===== src/bank_reset_clock_pkg.sv =====
package bank_reset_clock_pkg;

    // ------------------------------------------------------------------
    // Register offsets
    // ------------------------------------------------------------------
    localparam logic [6:0] BANK_SELECT_OFFSET   = 7'h00;
    localparam logic [6:0] SW_RESET_OFFSET      = 7'h01;
    localparam logic [6:0] CLOCK_GATING_OFFSET  = 7'h02;
    localparam logic [6:0] OSC_SOURCE_OFFSET    = 7'h03;

    // ------------------------------------------------------------------
    // Reset values
    // ------------------------------------------------------------------
    localparam logic [7:0] BANK_SELECT_RESET    = 8'h11;
    localparam logic [7:0] SW_RESET_RESET       = 8'h00;
    localparam logic [5:0] CLOCK_GATING_RESET   = 6'h3f;
    localparam logic [7:0] OSC_SOURCE_RESET     = 8'h9b;

    // ------------------------------------------------------------------
    // Field positions
    // ------------------------------------------------------------------
    localparam int         CLK_STABLE_BIT       = 7;
    localparam int         MASTER_CLK_BIT       = 7;
    localparam int         EXT_REF_OSC_BIT      = 6;
    localparam int         CRYSTAL_OSC_BIT      = 4;
    localparam int         RC_OSC_BIT           = 3;
    localparam int         PA_REG_BIT           = 1;
    localparam int         RX_SLOW_BIT          = 0;
    localparam logic [7:0] OSC_KEEP_MASK        = 8'h78;
    localparam logic [7:0] OSC_WRITE_MASK       = 8'hdf;
    localparam int         DOMAIN_CFG           = 0;

    // ------------------------------------------------------------------
    // Bank codes
    // ------------------------------------------------------------------
    localparam logic [3:0] BANK0_CODE           = 4'h1;
    localparam logic [3:0] BANK1_CODE           = 4'h2;
    localparam logic [3:0] BANK2_CODE           = 4'h4;
    localparam logic [3:0] BANK3_CODE           = 4'h8;
    localparam logic [3:0] BANK6_CODE           = 4'h3;
    localparam logic [3:0] BANK7_CODE           = 4'h5;
    localparam logic [3:0] BANK10_CODE          = 4'h9;

    // ------------------------------------------------------------------
    // Timing
    // ------------------------------------------------------------------
    localparam int         SYS_CLK_PERIOD_PS    = 25000;
    localparam int         RESET_DONE_TIME_NS   = 2000;
    localparam int         RESET_DONE_CYCLES    =
        (RESET_DONE_TIME_NS * 1000) / SYS_CLK_PERIOD_PS;
    localparam logic [6:0] RESET_COUNT_LOAD     = 7'(RESET_DONE_CYCLES - 1);

    typedef enum logic [2:0] {
        RST_IDLE    = 3'b001,
        RST_WAIT    = 3'b010,
        RST_DEFER   = 3'b100
    } reset_state_e;

endpackage


===== src/bank_reset_clock_control.sv =====
`timescale 1ns/10ps
// Operation
// [RQ1] Bank fields use one-hot-ish codes, reset 0x11
// [RQ2] Host avoids bank2 during VCO calibration
// [RQ3] Accesses allowed before clock stable flag
// [RQ4] Reset runs only with guard plus execute
// [RQ5] Device self-clears guard and execute bits
// [RQ6] Awake reset completes 2 us after write
// [RQ7] Sleep defers reset to clock-stable interrupt
// [RQ8] Latest written reset value is acted upon
// [RQ9] Execute bits: PHY, RF, modem, config
// [RQ10] Config reset keeps oscillator bits 6:3
// [RQ11] FIFO contents undefined after config reset
// [RQ12] Bit 7 clock stable flag, bit 6 zero
// [RQ13] Six clock gates, reset 0x3F
// [RQ14] Oscillator bit 7 master clock, reset 0x9B
// [RQ15] Oscillator bit 3 internal RC enable
// [RQ16] Bit 0 rx slowdown, bit 1 PA regulator
// [RQ17] Host keeps one of TCXO, crystal enabled
// [RQ18] TCXO/crystal bits survive config reset
// [RQ19] Host programs oscillator register first
// [RQ20] Host access steered to selected bank
module bank_reset_clock_control (
    input  wire logic       sys_clk,
    input  wire logic       rst_b,
    input  wire logic       regWrite,
    input  wire logic       regRead,
    input  wire logic [6:0] regAddr,
    input  wire logic [7:0] regWrData,
    output logic      [7:0] regRdData,
    output logic      [3:0] bankAccess,
    output logic      [3:0] activeBank,
    output logic            bankZeroSel,
    output logic            bankOtherWrite,
    output logic            bankOtherRead,
    input  wire logic       sleepEnable,
    input  wire logic       clockStableIrq,
    input  wire logic       clockStable,
    output logic      [3:0] domainResetPulse,
    output logic      [5:0] clockGateEnable,
    output logic            logicMasterClockEnable,
    output logic            externalRefOscEnable,
    output logic            crystalOscEnable,
    output logic            internalRcOscEnable,
    output logic            paRegulatorRxOff,
    output logic            rxClockSlowdown,
    output logic            fifoContentsInvalid
);

    // ------------------------------------------------------------------
    // Access decode
    // ------------------------------------------------------------------
    function automatic logic hit(input logic [6:0] addr, input logic [6:0] off);
        return addr == off;
    endfunction

    typedef bank_reset_clock_pkg::reset_state_e reset_state_e_t;

    logic       bankSelHit;
    logic       bank0;
    logic       wrBank0;
    logic       cfgReset;
    logic [7:0] bankSel_reg;
    logic [7:0] bankSel_next;
    logic [7:0] rstCtrl_reg;
    logic [7:0] rstCtrl_next;
    logic [5:0] clkGate_reg;
    logic [5:0] clkGate_next;
    logic [7:0] osc_reg;
    logic [7:0] osc_next;
    logic [7:0] rdData_reg;
    logic [7:0] rdData_next;
    logic [3:0] pulse_reg;
    logic [3:0] pulse_next;
    logic       fifoBad_reg;
    logic       fifoBad_next;
    logic [6:0] count_reg;
    logic [6:0] count_next;
    reset_state_e_t state_reg;

    // Bank-select register is reachable from every bank so the host can always move.
    assign bankSelHit     = hit(regAddr, bank_reset_clock_pkg::BANK_SELECT_OFFSET); // RQ20
    assign bank0          = bankSel_reg[3:0] == bank_reset_clock_pkg::BANK0_CODE; // RQ1
    assign wrBank0        = regWrite && (bank0 || bankSelHit); // RQ20
    assign bankOtherWrite = regWrite && !bank0 && !bankSelHit; // RQ20
    assign bankOtherRead  = regRead && !bank0 && !bankSelHit; // RQ20
    assign bankZeroSel    = bank0;
    assign bankAccess     = bankSel_reg[7:4];
    assign activeBank     = bankSel_reg[3:0];
    assign cfgReset       = pulse_reg[bank_reset_clock_pkg::DOMAIN_CFG];

    // ------------------------------------------------------------------
    // Reset sequencer
    // ------------------------------------------------------------------
    reset_state_e_t state_next;
    logic           rstWrite;
    logic [3:0]     armed;

    assign rstWrite = wrBank0 && hit(regAddr, bank_reset_clock_pkg::SW_RESET_OFFSET);
    // An execute bit counts only with its guard bit in the same value.
    assign armed    = rstCtrl_reg[7:4] & rstCtrl_reg[3:0]; // RQ4

    always_comb begin
        state_next   = state_reg;
        count_next   = count_reg;
        rstCtrl_next = rstCtrl_reg;
        pulse_next   = 4'h0;
        fifoBad_next = fifoBad_reg;
        case (state_reg)
            bank_reset_clock_pkg::RST_IDLE: begin
                if (armed != 4'h0) begin
                    if (sleepEnable) begin
                        state_next = bank_reset_clock_pkg::RST_DEFER; // RQ7
                    end else begin
                        state_next = bank_reset_clock_pkg::RST_WAIT;
                        count_next = bank_reset_clock_pkg::RESET_COUNT_LOAD; // RQ6
                    end
                end else begin
                    rstCtrl_next = 8'h00;
                end
            end
            bank_reset_clock_pkg::RST_WAIT: begin
                if (count_reg == 7'h00) begin
                    pulse_next   = armed; // RQ8 RQ9
                    rstCtrl_next = 8'h00; // RQ5
                    state_next   = bank_reset_clock_pkg::RST_IDLE;
                end else begin
                    count_next = count_reg - 7'h01;
                end
            end
            bank_reset_clock_pkg::RST_DEFER: begin
                if (clockStableIrq) begin
                    pulse_next   = armed; // RQ7 RQ8
                    rstCtrl_next = 8'h00; // RQ5
                    state_next   = bank_reset_clock_pkg::RST_IDLE;
                end
            end
            default: begin
                state_next   = bank_reset_clock_pkg::RST_IDLE;
                rstCtrl_next = 8'h00;
            end
        endcase
        // A rewrite restarts the wait and replaces the pending request.
        if (rstWrite) begin
            rstCtrl_next = regWrData; // RQ8
            if (state_reg == bank_reset_clock_pkg::RST_WAIT) begin
                state_next = bank_reset_clock_pkg::RST_IDLE;
                pulse_next = 4'h0;
            end
        end
        if (pulse_next[bank_reset_clock_pkg::DOMAIN_CFG]) begin
            fifoBad_next = 1'b1; // RQ11
        end else if (rstWrite) begin
            fifoBad_next = fifoBad_reg;
        end
    end

    always_ff @(posedge sys_clk or negedge rst_b) begin
        if (!rst_b) begin
            state_reg   <= bank_reset_clock_pkg::RST_IDLE;
            count_reg   <= 7'h00;
            rstCtrl_reg <= bank_reset_clock_pkg::SW_RESET_RESET;
            pulse_reg   <= 4'h0;
            fifoBad_reg <= 1'b0;
        end else begin
            state_reg   <= state_next;
            count_reg   <= count_next;
            rstCtrl_reg <= rstCtrl_next;
            pulse_reg   <= pulse_next;
            fifoBad_reg <= fifoBad_next;
        end
    end

    // ------------------------------------------------------------------
    // Configuration registers
    // ------------------------------------------------------------------
    always_comb begin
        bankSel_next = bankSel_reg;
        clkGate_next = clkGate_reg;
        osc_next     = osc_reg;
        if (cfgReset) begin
            bankSel_next = bank_reset_clock_pkg::BANK_SELECT_RESET; // RQ10
            clkGate_next = bank_reset_clock_pkg::CLOCK_GATING_RESET; // RQ10
            osc_next     = (bank_reset_clock_pkg::OSC_SOURCE_RESET
                            & ~bank_reset_clock_pkg::OSC_KEEP_MASK)
                           | (osc_reg & bank_reset_clock_pkg::OSC_KEEP_MASK); // RQ10 RQ18
        end else if (wrBank0) begin
            if (bankSelHit) begin
                bankSel_next = regWrData; // RQ1
            end
            if (hit(regAddr, bank_reset_clock_pkg::CLOCK_GATING_OFFSET)) begin
                clkGate_next = regWrData[5:0]; // RQ13
            end
            if (hit(regAddr, bank_reset_clock_pkg::OSC_SOURCE_OFFSET)) begin
                osc_next = regWrData & bank_reset_clock_pkg::OSC_WRITE_MASK; // RQ14 RQ19
            end
        end
    end

    always_ff @(posedge sys_clk or negedge rst_b) begin
        if (!rst_b) begin
            bankSel_reg <= bank_reset_clock_pkg::BANK_SELECT_RESET;
            clkGate_reg <= bank_reset_clock_pkg::CLOCK_GATING_RESET;
            osc_reg     <= bank_reset_clock_pkg::OSC_SOURCE_RESET;
        end else begin
            bankSel_reg <= bankSel_next;
            clkGate_reg <= clkGate_next;
            osc_reg     <= osc_next;
        end
    end

    // ------------------------------------------------------------------
    // Read path
    // ------------------------------------------------------------------
    always_comb begin
        rdData_next = rdData_reg;
        if (regRead && (bank0 || bankSelHit)) begin
            case (regAddr)
                bank_reset_clock_pkg::BANK_SELECT_OFFSET:  rdData_next = bankSel_reg;
                bank_reset_clock_pkg::SW_RESET_OFFSET:     rdData_next = rstCtrl_reg;
                // Readable before the stable flag sets.
                bank_reset_clock_pkg::CLOCK_GATING_OFFSET:
                    rdData_next = {clockStable, 1'b0, clkGate_reg}; // RQ3 RQ12
                bank_reset_clock_pkg::OSC_SOURCE_OFFSET:   rdData_next = osc_reg;
                default:                                   rdData_next = 8'h00;
            endcase
        end
    end

    always_ff @(posedge sys_clk or negedge rst_b) begin
        if (!rst_b) begin
            rdData_reg <= 8'h00;
        end else begin
            rdData_reg <= rdData_next;
        end
    end

    assign regRdData              = rdData_reg;
    assign domainResetPulse       = pulse_reg; // RQ9
    assign clockGateEnable        = clkGate_reg; // RQ13
    assign logicMasterClockEnable = osc_reg[bank_reset_clock_pkg::MASTER_CLK_BIT]; // RQ14
    assign externalRefOscEnable   = osc_reg[bank_reset_clock_pkg::EXT_REF_OSC_BIT]; // RQ18
    assign crystalOscEnable       = osc_reg[bank_reset_clock_pkg::CRYSTAL_OSC_BIT]; // RQ18
    assign internalRcOscEnable    = osc_reg[bank_reset_clock_pkg::RC_OSC_BIT]; // RQ15
    assign paRegulatorRxOff       = osc_reg[bank_reset_clock_pkg::PA_REG_BIT]; // RQ16
    assign rxClockSlowdown        = osc_reg[bank_reset_clock_pkg::RX_SLOW_BIT]; // RQ16
    assign fifoContentsInvalid    = fifoBad_reg; // RQ11

    // ------------------------------------------------------------------
    // Check helpers
    // ------------------------------------------------------------------
    // Cycles spent waiting, counted apart from the sequencer's own counter.
    logic [6:0] waitAge_reg;
    logic [6:0] waitAge_next;

    always_comb begin
        waitAge_next = 7'h00;
        if (state_reg == bank_reset_clock_pkg::RST_WAIT) begin
            waitAge_next = waitAge_reg + 7'h01;
        end
    end

    always_ff @(posedge sys_clk or negedge rst_b) begin
        if (!rst_b) begin
            waitAge_reg <= 7'h00;
        end else begin
            waitAge_reg <= waitAge_next;
        end
    end

    // ------------------------------------------------------------------
    // Checks
    // ------------------------------------------------------------------
    chk_awake_reset_delay: assert property (@(posedge sys_clk) disable iff (!rst_b) // RQ6
        (state_reg == bank_reset_clock_pkg::RST_WAIT) && !rstWrite
        && (waitAge_reg == bank_reset_clock_pkg::RESET_COUNT_LOAD) |=> (pulse_reg != 4'h0))
        else $error("awake reset not completed on time");
    chk_awake_not_early: assert property (@(posedge sys_clk) disable iff (!rst_b) // RQ6
        (state_reg == bank_reset_clock_pkg::RST_WAIT)
        && (waitAge_reg < bank_reset_clock_pkg::RESET_COUNT_LOAD) |=> (pulse_reg == 4'h0))
        else $error("awake reset completed too early");
    chk_guard_needed: assert property (@(posedge sys_clk) disable iff (!rst_b) // RQ4
        (pulse_reg != 4'h0) |-> ((pulse_reg & ~$past(rstCtrl_reg[7:4])) == 4'h0))
        else $error("reset pulse without guard bit");
    chk_self_clear: assert property (@(posedge sys_clk) disable iff (!rst_b) // RQ5
        (pulse_reg != 4'h0) && !$past(rstWrite) |-> rstCtrl_reg == 8'h00)
        else $error("reset bits not cleared");
    chk_sleep_defer: assert property (@(posedge sys_clk) disable iff (!rst_b) // RQ7
        (state_reg == bank_reset_clock_pkg::RST_DEFER) && !clockStableIrq
        |=> (pulse_reg == 4'h0))
        else $error("reset ran during sleep");
    chk_cfg_keeps_osc: assert property (@(posedge sys_clk) disable iff (!rst_b) // RQ10
        cfgReset |=> ((osc_reg & bank_reset_clock_pkg::OSC_KEEP_MASK)
                      == ($past(osc_reg) & bank_reset_clock_pkg::OSC_KEEP_MASK)))
        else $error("config reset altered oscillator bits");
    chk_cfg_gates_back: assert property (@(posedge sys_clk) disable iff (!rst_b) // RQ13
        cfgReset |=> clockGateEnable == bank_reset_clock_pkg::CLOCK_GATING_RESET)
        else $error("clock gates not restored");
    chk_reserved_zero: assert property (@(posedge sys_clk) disable iff (!rst_b) // RQ12
        $past(regRead && bank0 && regAddr == bank_reset_clock_pkg::CLOCK_GATING_OFFSET)
        |-> regRdData[6] == 1'b0 && regRdData[7] == $past(clockStable))
        else $error("clock gating readback wrong");
    chk_bank_steer: assert property (@(posedge sys_clk) disable iff (!rst_b) // RQ20
        regWrite && !bank0 && !cfgReset && regAddr == bank_reset_clock_pkg::CLOCK_GATING_OFFSET
        |=> $stable(clockGateEnable))
        else $error("write leaked into bank zero");

endmodule // bank_reset_clock_control


===== config.mk =====
export PLATFORM = sky130hd
export DESIGN_NAME = bank_reset_clock_control
export DESIGN_NICKNAME = d
export VERILOG_FILES = /design/src/bank_reset_clock_pkg.sv /design/src/bank_reset_clock_control.sv
export SDC_FILE = /design/constraint.sdc
export NUM_CORES = 1
export LEC_CHECK = 0
export BUFFER_PORTS_ARGS = -buffer_cell sky130_fd_sc_hd__buf_4
export CAP_MARGIN = 20
export CORE_MARGIN = 5
export CORE_UTILIZATION = 50
export DETAILED_ROUTE_END_ITERATION = 10
export PLACE_DENSITY_LB_ADDON = 0.05
export SYNTH_ARGS = -nofsm -noshare
export SYNTH_HDL_FRONTEND = slang
export SYNTH_SLANG_ARGS = --single-unit

===== constraint.sdc =====
create_clock -name sys_clk -period 2.7 [get_ports sys_clk]
set_input_delay 0.27 -clock sys_clk [delete_from_list [all_inputs] [get_ports sys_clk]]
set_output_delay 0.27 -clock sys_clk [all_outputs]
set_load 0.01 [all_outputs]

### After elaboration in Yosys (flattened, before gate mapping)

Index checks and enable logic that the tools add are counted.

* $add $sub $neg: 1
* multipliers: 0
* div/mod/pow operators: 0
* magnitude comparators: 0
* equal/unequal tests: 13
* shift-type cells: 0
* multiplexer cells: 31
* bitwise logic cells: 2
* reductions and logical operators: 24

Operator list (number)
* 8-bit two-way mux: 10
* 8-bit one-hot mux with 4 select lines: 1
* 8-bit one-hot mux with 3 select lines: 1
* 7-bit two-way mux: 3
* 3-bit two-way mux: 6
* 6-bit two-way mux: 3
* 4-bit two-way mux: 4
* 7-bit by 2-bit equality test with 1-bit output (second input constant): 2
* 7-bit logical NOT: 2
* 7-bit one-hot mux with 2 select lines: 1
* 2-bit nonzero test: 5
* 3-bit inequality test (second input constant): 3
* 3-bit one-hot mux with 3 select lines: 1
* 4-bit one-hot mux with 2 select lines: 1
* 7-bit by 1-bit equality test with 1-bit output (second input constant): 1
* 1-bit logical AND: 7
* 7-bit by 1-bit subtractor with 7-bit output (second input constant): 1
* 2-bit inequality test (second input constant): 3
* 2-bit AND reduction: 3
* 3-bit AND reduction: 2
* 4-bit bitwise AND: 1
* 4-bit by 1-bit equality test with 1-bit output (second input constant): 1
* 4-bit AND reduction: 1
* 4-bit nonzero test: 1
* 6 further kinds: 7

* bits in registers: 52
* bits in latches: 0
* bits in writable memories: 0
* memory bits (read-only): 0
* input port bits: 22
* output and inout port bits: 36
* word-level logic and storage cells: 81
* memories: 0

### Depth between registers and ports, before layout

* depth in word-level cells: 6
* gate-level depth with buffers: 7
* depth with buffers taken out: 6

### Worst setup path before layout

No wires, ideal clock.

* kind: register to register
* start: register bankSel_reg[0]
* end: register fifoBad_reg (netlist: fifoContentsInvalid)
* library setup time: 0.120 ns
* arrival: 1.940 ns
* slack: 0.641 ns
* stages on the path, launching flop included: 6
* buffers on the path: 1
* period minus slack after synthesis: 2.059 ns
* cells stage by stage: dfstp_2 or4b_1 buf_2 nor4_4 a211oi_2 a31o_1

* word-level cells in the longest chain between the ends: 5

RTL lines
* start: declaration: RTL line bank_reset_clock_control.sv:63 `logic [7:0] bankSel_reg;`
* start signal: assignment: RTL line bank_reset_clock_control.sv:202 `bankSel_reg <= bank_reset_clock_pkg::BANK_SELECT_RESET;`
* start signal: assignment: RTL line bank_reset_clock_control.sv:206 `bankSel_reg <= bankSel_next;`
* 4-bit by 1-bit equality test with 1-bit output: RTL line bank_reset_clock_control.sv:83 `assign bank0 = bankSel_reg[3:0] == bank_reset_clock_pkg::BANK0_CODE;`
* 1-bit logical OR: RTL line bank_reset_clock_control.sv:84 `assign wrBank0 = regWrite && (bank0 || bankSelHit);`
* 1-bit logical AND: RTL line bank_reset_clock_control.sv:84
* 1-bit logical AND: RTL line bank_reset_clock_control.sv:99 `assign rstWrite = wrBank0 && hit(regAddr, bank_reset_clock_pkg::SW_RESET_OFFSET);`
* 4-bit two-way mux: RTL line bank_reset_clock_control.sv:144 `if (rstWrite) begin`
* end signal: assignment: RTL line bank_reset_clock_control.sv:170 `fifoBad_reg <= fifoBad_next;`
* end: declaration: RTL line bank_reset_clock_control.sv:75 `logic fifoBad_reg;`

Every way passes these cells.
A chain may end at the register's enable or synchronous reset.

### Final worst setup path

* start: register bankSel_reg[0]
* end: register rdData_reg[2] (netlist: regRdData[2])

* word-level cells in the longest chain between the ends: 3

RTL lines
* 4-bit by 1-bit equality test with 1-bit output: RTL line bank_reset_clock_control.sv:83
* 1-bit logical OR: RTL line bank_reset_clock_control.sv:217 `if (regRead && (bank0 || bankSelHit)) begin`
* 1-bit logical AND: RTL line bank_reset_clock_control.sv:217
* end signal: assignment: RTL line bank_reset_clock_control.sv:234 `rdData_reg <= rdData_next;`
* end: declaration: RTL line bank_reset_clock_control.sv:71 `logic [7:0] rdData_reg;`

Every way passes these cells.

==> impl_results.md <==
- Status: finished with violations
- Failing checks: negative hold slack
- RR Endpoint: regRdData[2]
- Vias in the first global route: 2,147
- CP arrival: 2560 ps
- Post-Synthesis Cells: 256
- Die width: 82.3 um
- RR Startpoint: bankSel_reg[0]
- Layout cell share with drive strength beyond 1: 31.0%
- Final Hold Fails: 22
- Avg Inst Size Synth: 10.2 um^2
- I/O pin count: 58
- RSZ-0062 raised after global routing: false
- CTS Buf Count: 5
- Fillers: 462
- Yosys top cell area share: 36.3%
- CTS resizes: 0
- Clock net sink count: 52
- Crit start category: register
- CTS Buffer Depth: 2
- Actual slew at the worst max-slew pin: 877 ps
- Die Ht: 82.3 um
- Post-synth ARST share: 100%
- Slew margin rel.: 41.5%
- Synth Area in Compound Gates: 13.3%
- Vias per inst: 5.56
- Synth Area in Simple Gates: 20.6%
- Clk_skew: 6.24 ps
- F_max: 426 MHz
- CTS tree: yes
- Xor-xnor portion of the synthesized cell area: 1.00%
- Pwr dens: 435 nW/um^2
- Period utilization: 87.0%
- Synth Warn #: 0
- Layout area overhead: 23.6%
- Sequential-to-total area share from yosys stat: 50.4%
- Maximum number of pins on one net before global-route repair: 53
- Yosys reg bits: 52
- Slew Limit Fails: 0
- Mux share of post-synthesis cell area: 10.9%
- CTS root buffer: clkbuf_8
- Remaining Overflow, GRT: 0
- Starting Density: 51.2%
- Total core area: 5110 um^2
- WL final: 6440 um
- Postcts setup bufs: 0
- IO buf count: 57
- First-pass GRT wire length: 10,500 um
- Nature of the critical path endpoint: register
- GPL Wtd Cong: 0.797
- Area leader, netlist: dfrtp_1
- DRC violations left: 0
- Power Total: 1410 uW
- Synth Area in Adders: 0.956%
- Diode count: 0
- Final setup viols: 0
- Worst R2R Path Depth: 5
- Setup TNS: 0 ps
- Syn nets: 280
- Critical path fanouts, max: 11
- Synth cell types: 51
- Reg2Reg Setup Slack: 350 ps
- Via count: 2,161
- Final core occ: 63.3%
- VDD IR max: 0.000251 V
- Antenna violations before repair: 0
- Synth Flop Type: dfrtp_1
- Final instance area: 3230 um^2
- Period minus WS final: 2350 ps
- Pleak: 0.00148 uW
- Row count: 26
- Die ar.: 6780 um^2
- Top cells by count, synth: 38 x dfrtp_1, 38 x nor2_1, 26 x nand2_1
- DP Area: 3140 um^2
- GR Util All Layers: 20.5%
- Per-cell routed wire length: 16.6 um
- DRT iter0 DRCs: 146
- Required time worst endpoint: 2910 ps
- Worst hold path class: in2async
- Mapped cell area: 2620 um^2
- Number of hold buffers added after cts: 0
- First-pass DRT Iterations: 4
- Crit path kind: reg2reg
- Final hold slack: -16.6 ps
- Post-synth EDFFs: 0
- CTS clk-pin slew, worst paths: 90 ps
- ANT nets after route: 0
- Main combinational cell family by area after synthesis: simple AND/OR/NAND/NOR gates
- Clock Latency Late Sink: 300 ps
- CTS H-tree depth: 2
- HPWL Detailed: 4690 um
- Most area-consuming cells after synthesis: dfrtp_1 36%, dfstp_2 14%, mux2i_1 9.6%, nor2_1 5.5%, nand2_1 3.7%
- Max-Cap Viols: 0
- Post-layout nets: 342
## logic make-up after synthesis
logic type,count (synthesis)
flops,52
xor+xnor,3
simple gates,104
compound gates,50
fa+ha+maj,2
buf+inv,17
mux,28
## metal layers
metal / vias up / GRT usage, % / part of all wire (%)
li1: 1043 / - / -
met1: 1055 / 28.5 / 46
met2: 56 / 32.1 / 46
met3: 7 / 4.12 / 6.9
met4: 0 / 6.64 / 1.1
met5: - / 0 / 0
## how the worst max path moves through the flow
stage / end / depth (start not counted) / slack, ps / start
after CTS: regRdData[2] / 5 / 370 / bankSel_reg[0]
after global placement: regRdData[0] / 5 / 470 / bankSel_reg[0]
after detailed placement: regRdData[3] / 5 / 430 / bankSel_reg[0]
after floorplan: fifoContentsInvalid / 5 / 640 / bankSel_reg[0]
final: regRdData[2] / 5 / 350 / bankSel_reg[0]
after global routing: regRdData[2] / 5 / 230 / bankSel_reg[0]
## power by group
| group | internal [uW] | switching, uW | leakage, uW | total [uW] |
|---|---|---|---|---|
| registers | 796 | 12.9 | 0.000645 | 809 |
| logic | 66.3 | 80.1 | 0.000794 | 146 |
| clock network | 210 | 242 | 0.0000455 | 451 |
| total | 1070 | 335 | 0.00148 | 1410 |
## area by class of cell
class,instances,area [um^2],share of cell area [%]
well taps,70,87.6,2.71
flip-flops and latches,52,1320,40.8
clock buffers,8,90.1,2.79
repair buffers,65,488,15.1
inverters,7,26.3,0.813
multi-input cells,187,1220,37.8
## critical path, stage by stage, from the launching register on
cell and delay (ps):
dfstp_2 560, or4b_1 640, inv_1 180, a32oi_1 240, or2_2 450, o21ai_0 190
## through the flow
step	cells	setup WS, ps	hold WS, ps
after floorplan	256	641	-25.6
after global placement	381	475	344
after detailed placement	381	430	343
after CTS	389	375	11.7
after global routing	389	234	33.7
final	389	350	-16.6
## cell usage in the layout, fill, tap and decap left out, types with 2 or more instances in the layout
cell / count
buf_4: 65
nor2_1: 38
dfrtp_1: 38
nand2_1: 26
mux2i_1: 25
dfstp_2: 14
o21ai_0: 13
inv_1: 7
nand2b_1: 7
a21oi_1: 7
a221oi_1: 6
clkbuf_8: 6
and3_1: 4
nor3_1: 4
nor2b_1: 3
a31oi_1: 3
a2111oi_0: 3
mux2_2: 3
xnor2_1: 3
nand3b_1: 2
a22oi_1: 2
a211oi_1: 2
nor4_2: 2
and2_1: 2
a211o_1: 2
nand3_1: 2
o31ai_1: 2
or2_2: 2
o22ai_1: 2
ha_1: 2
clkbuf_1: 2
No activity file was read; power rests on OpenSTA's default activity.
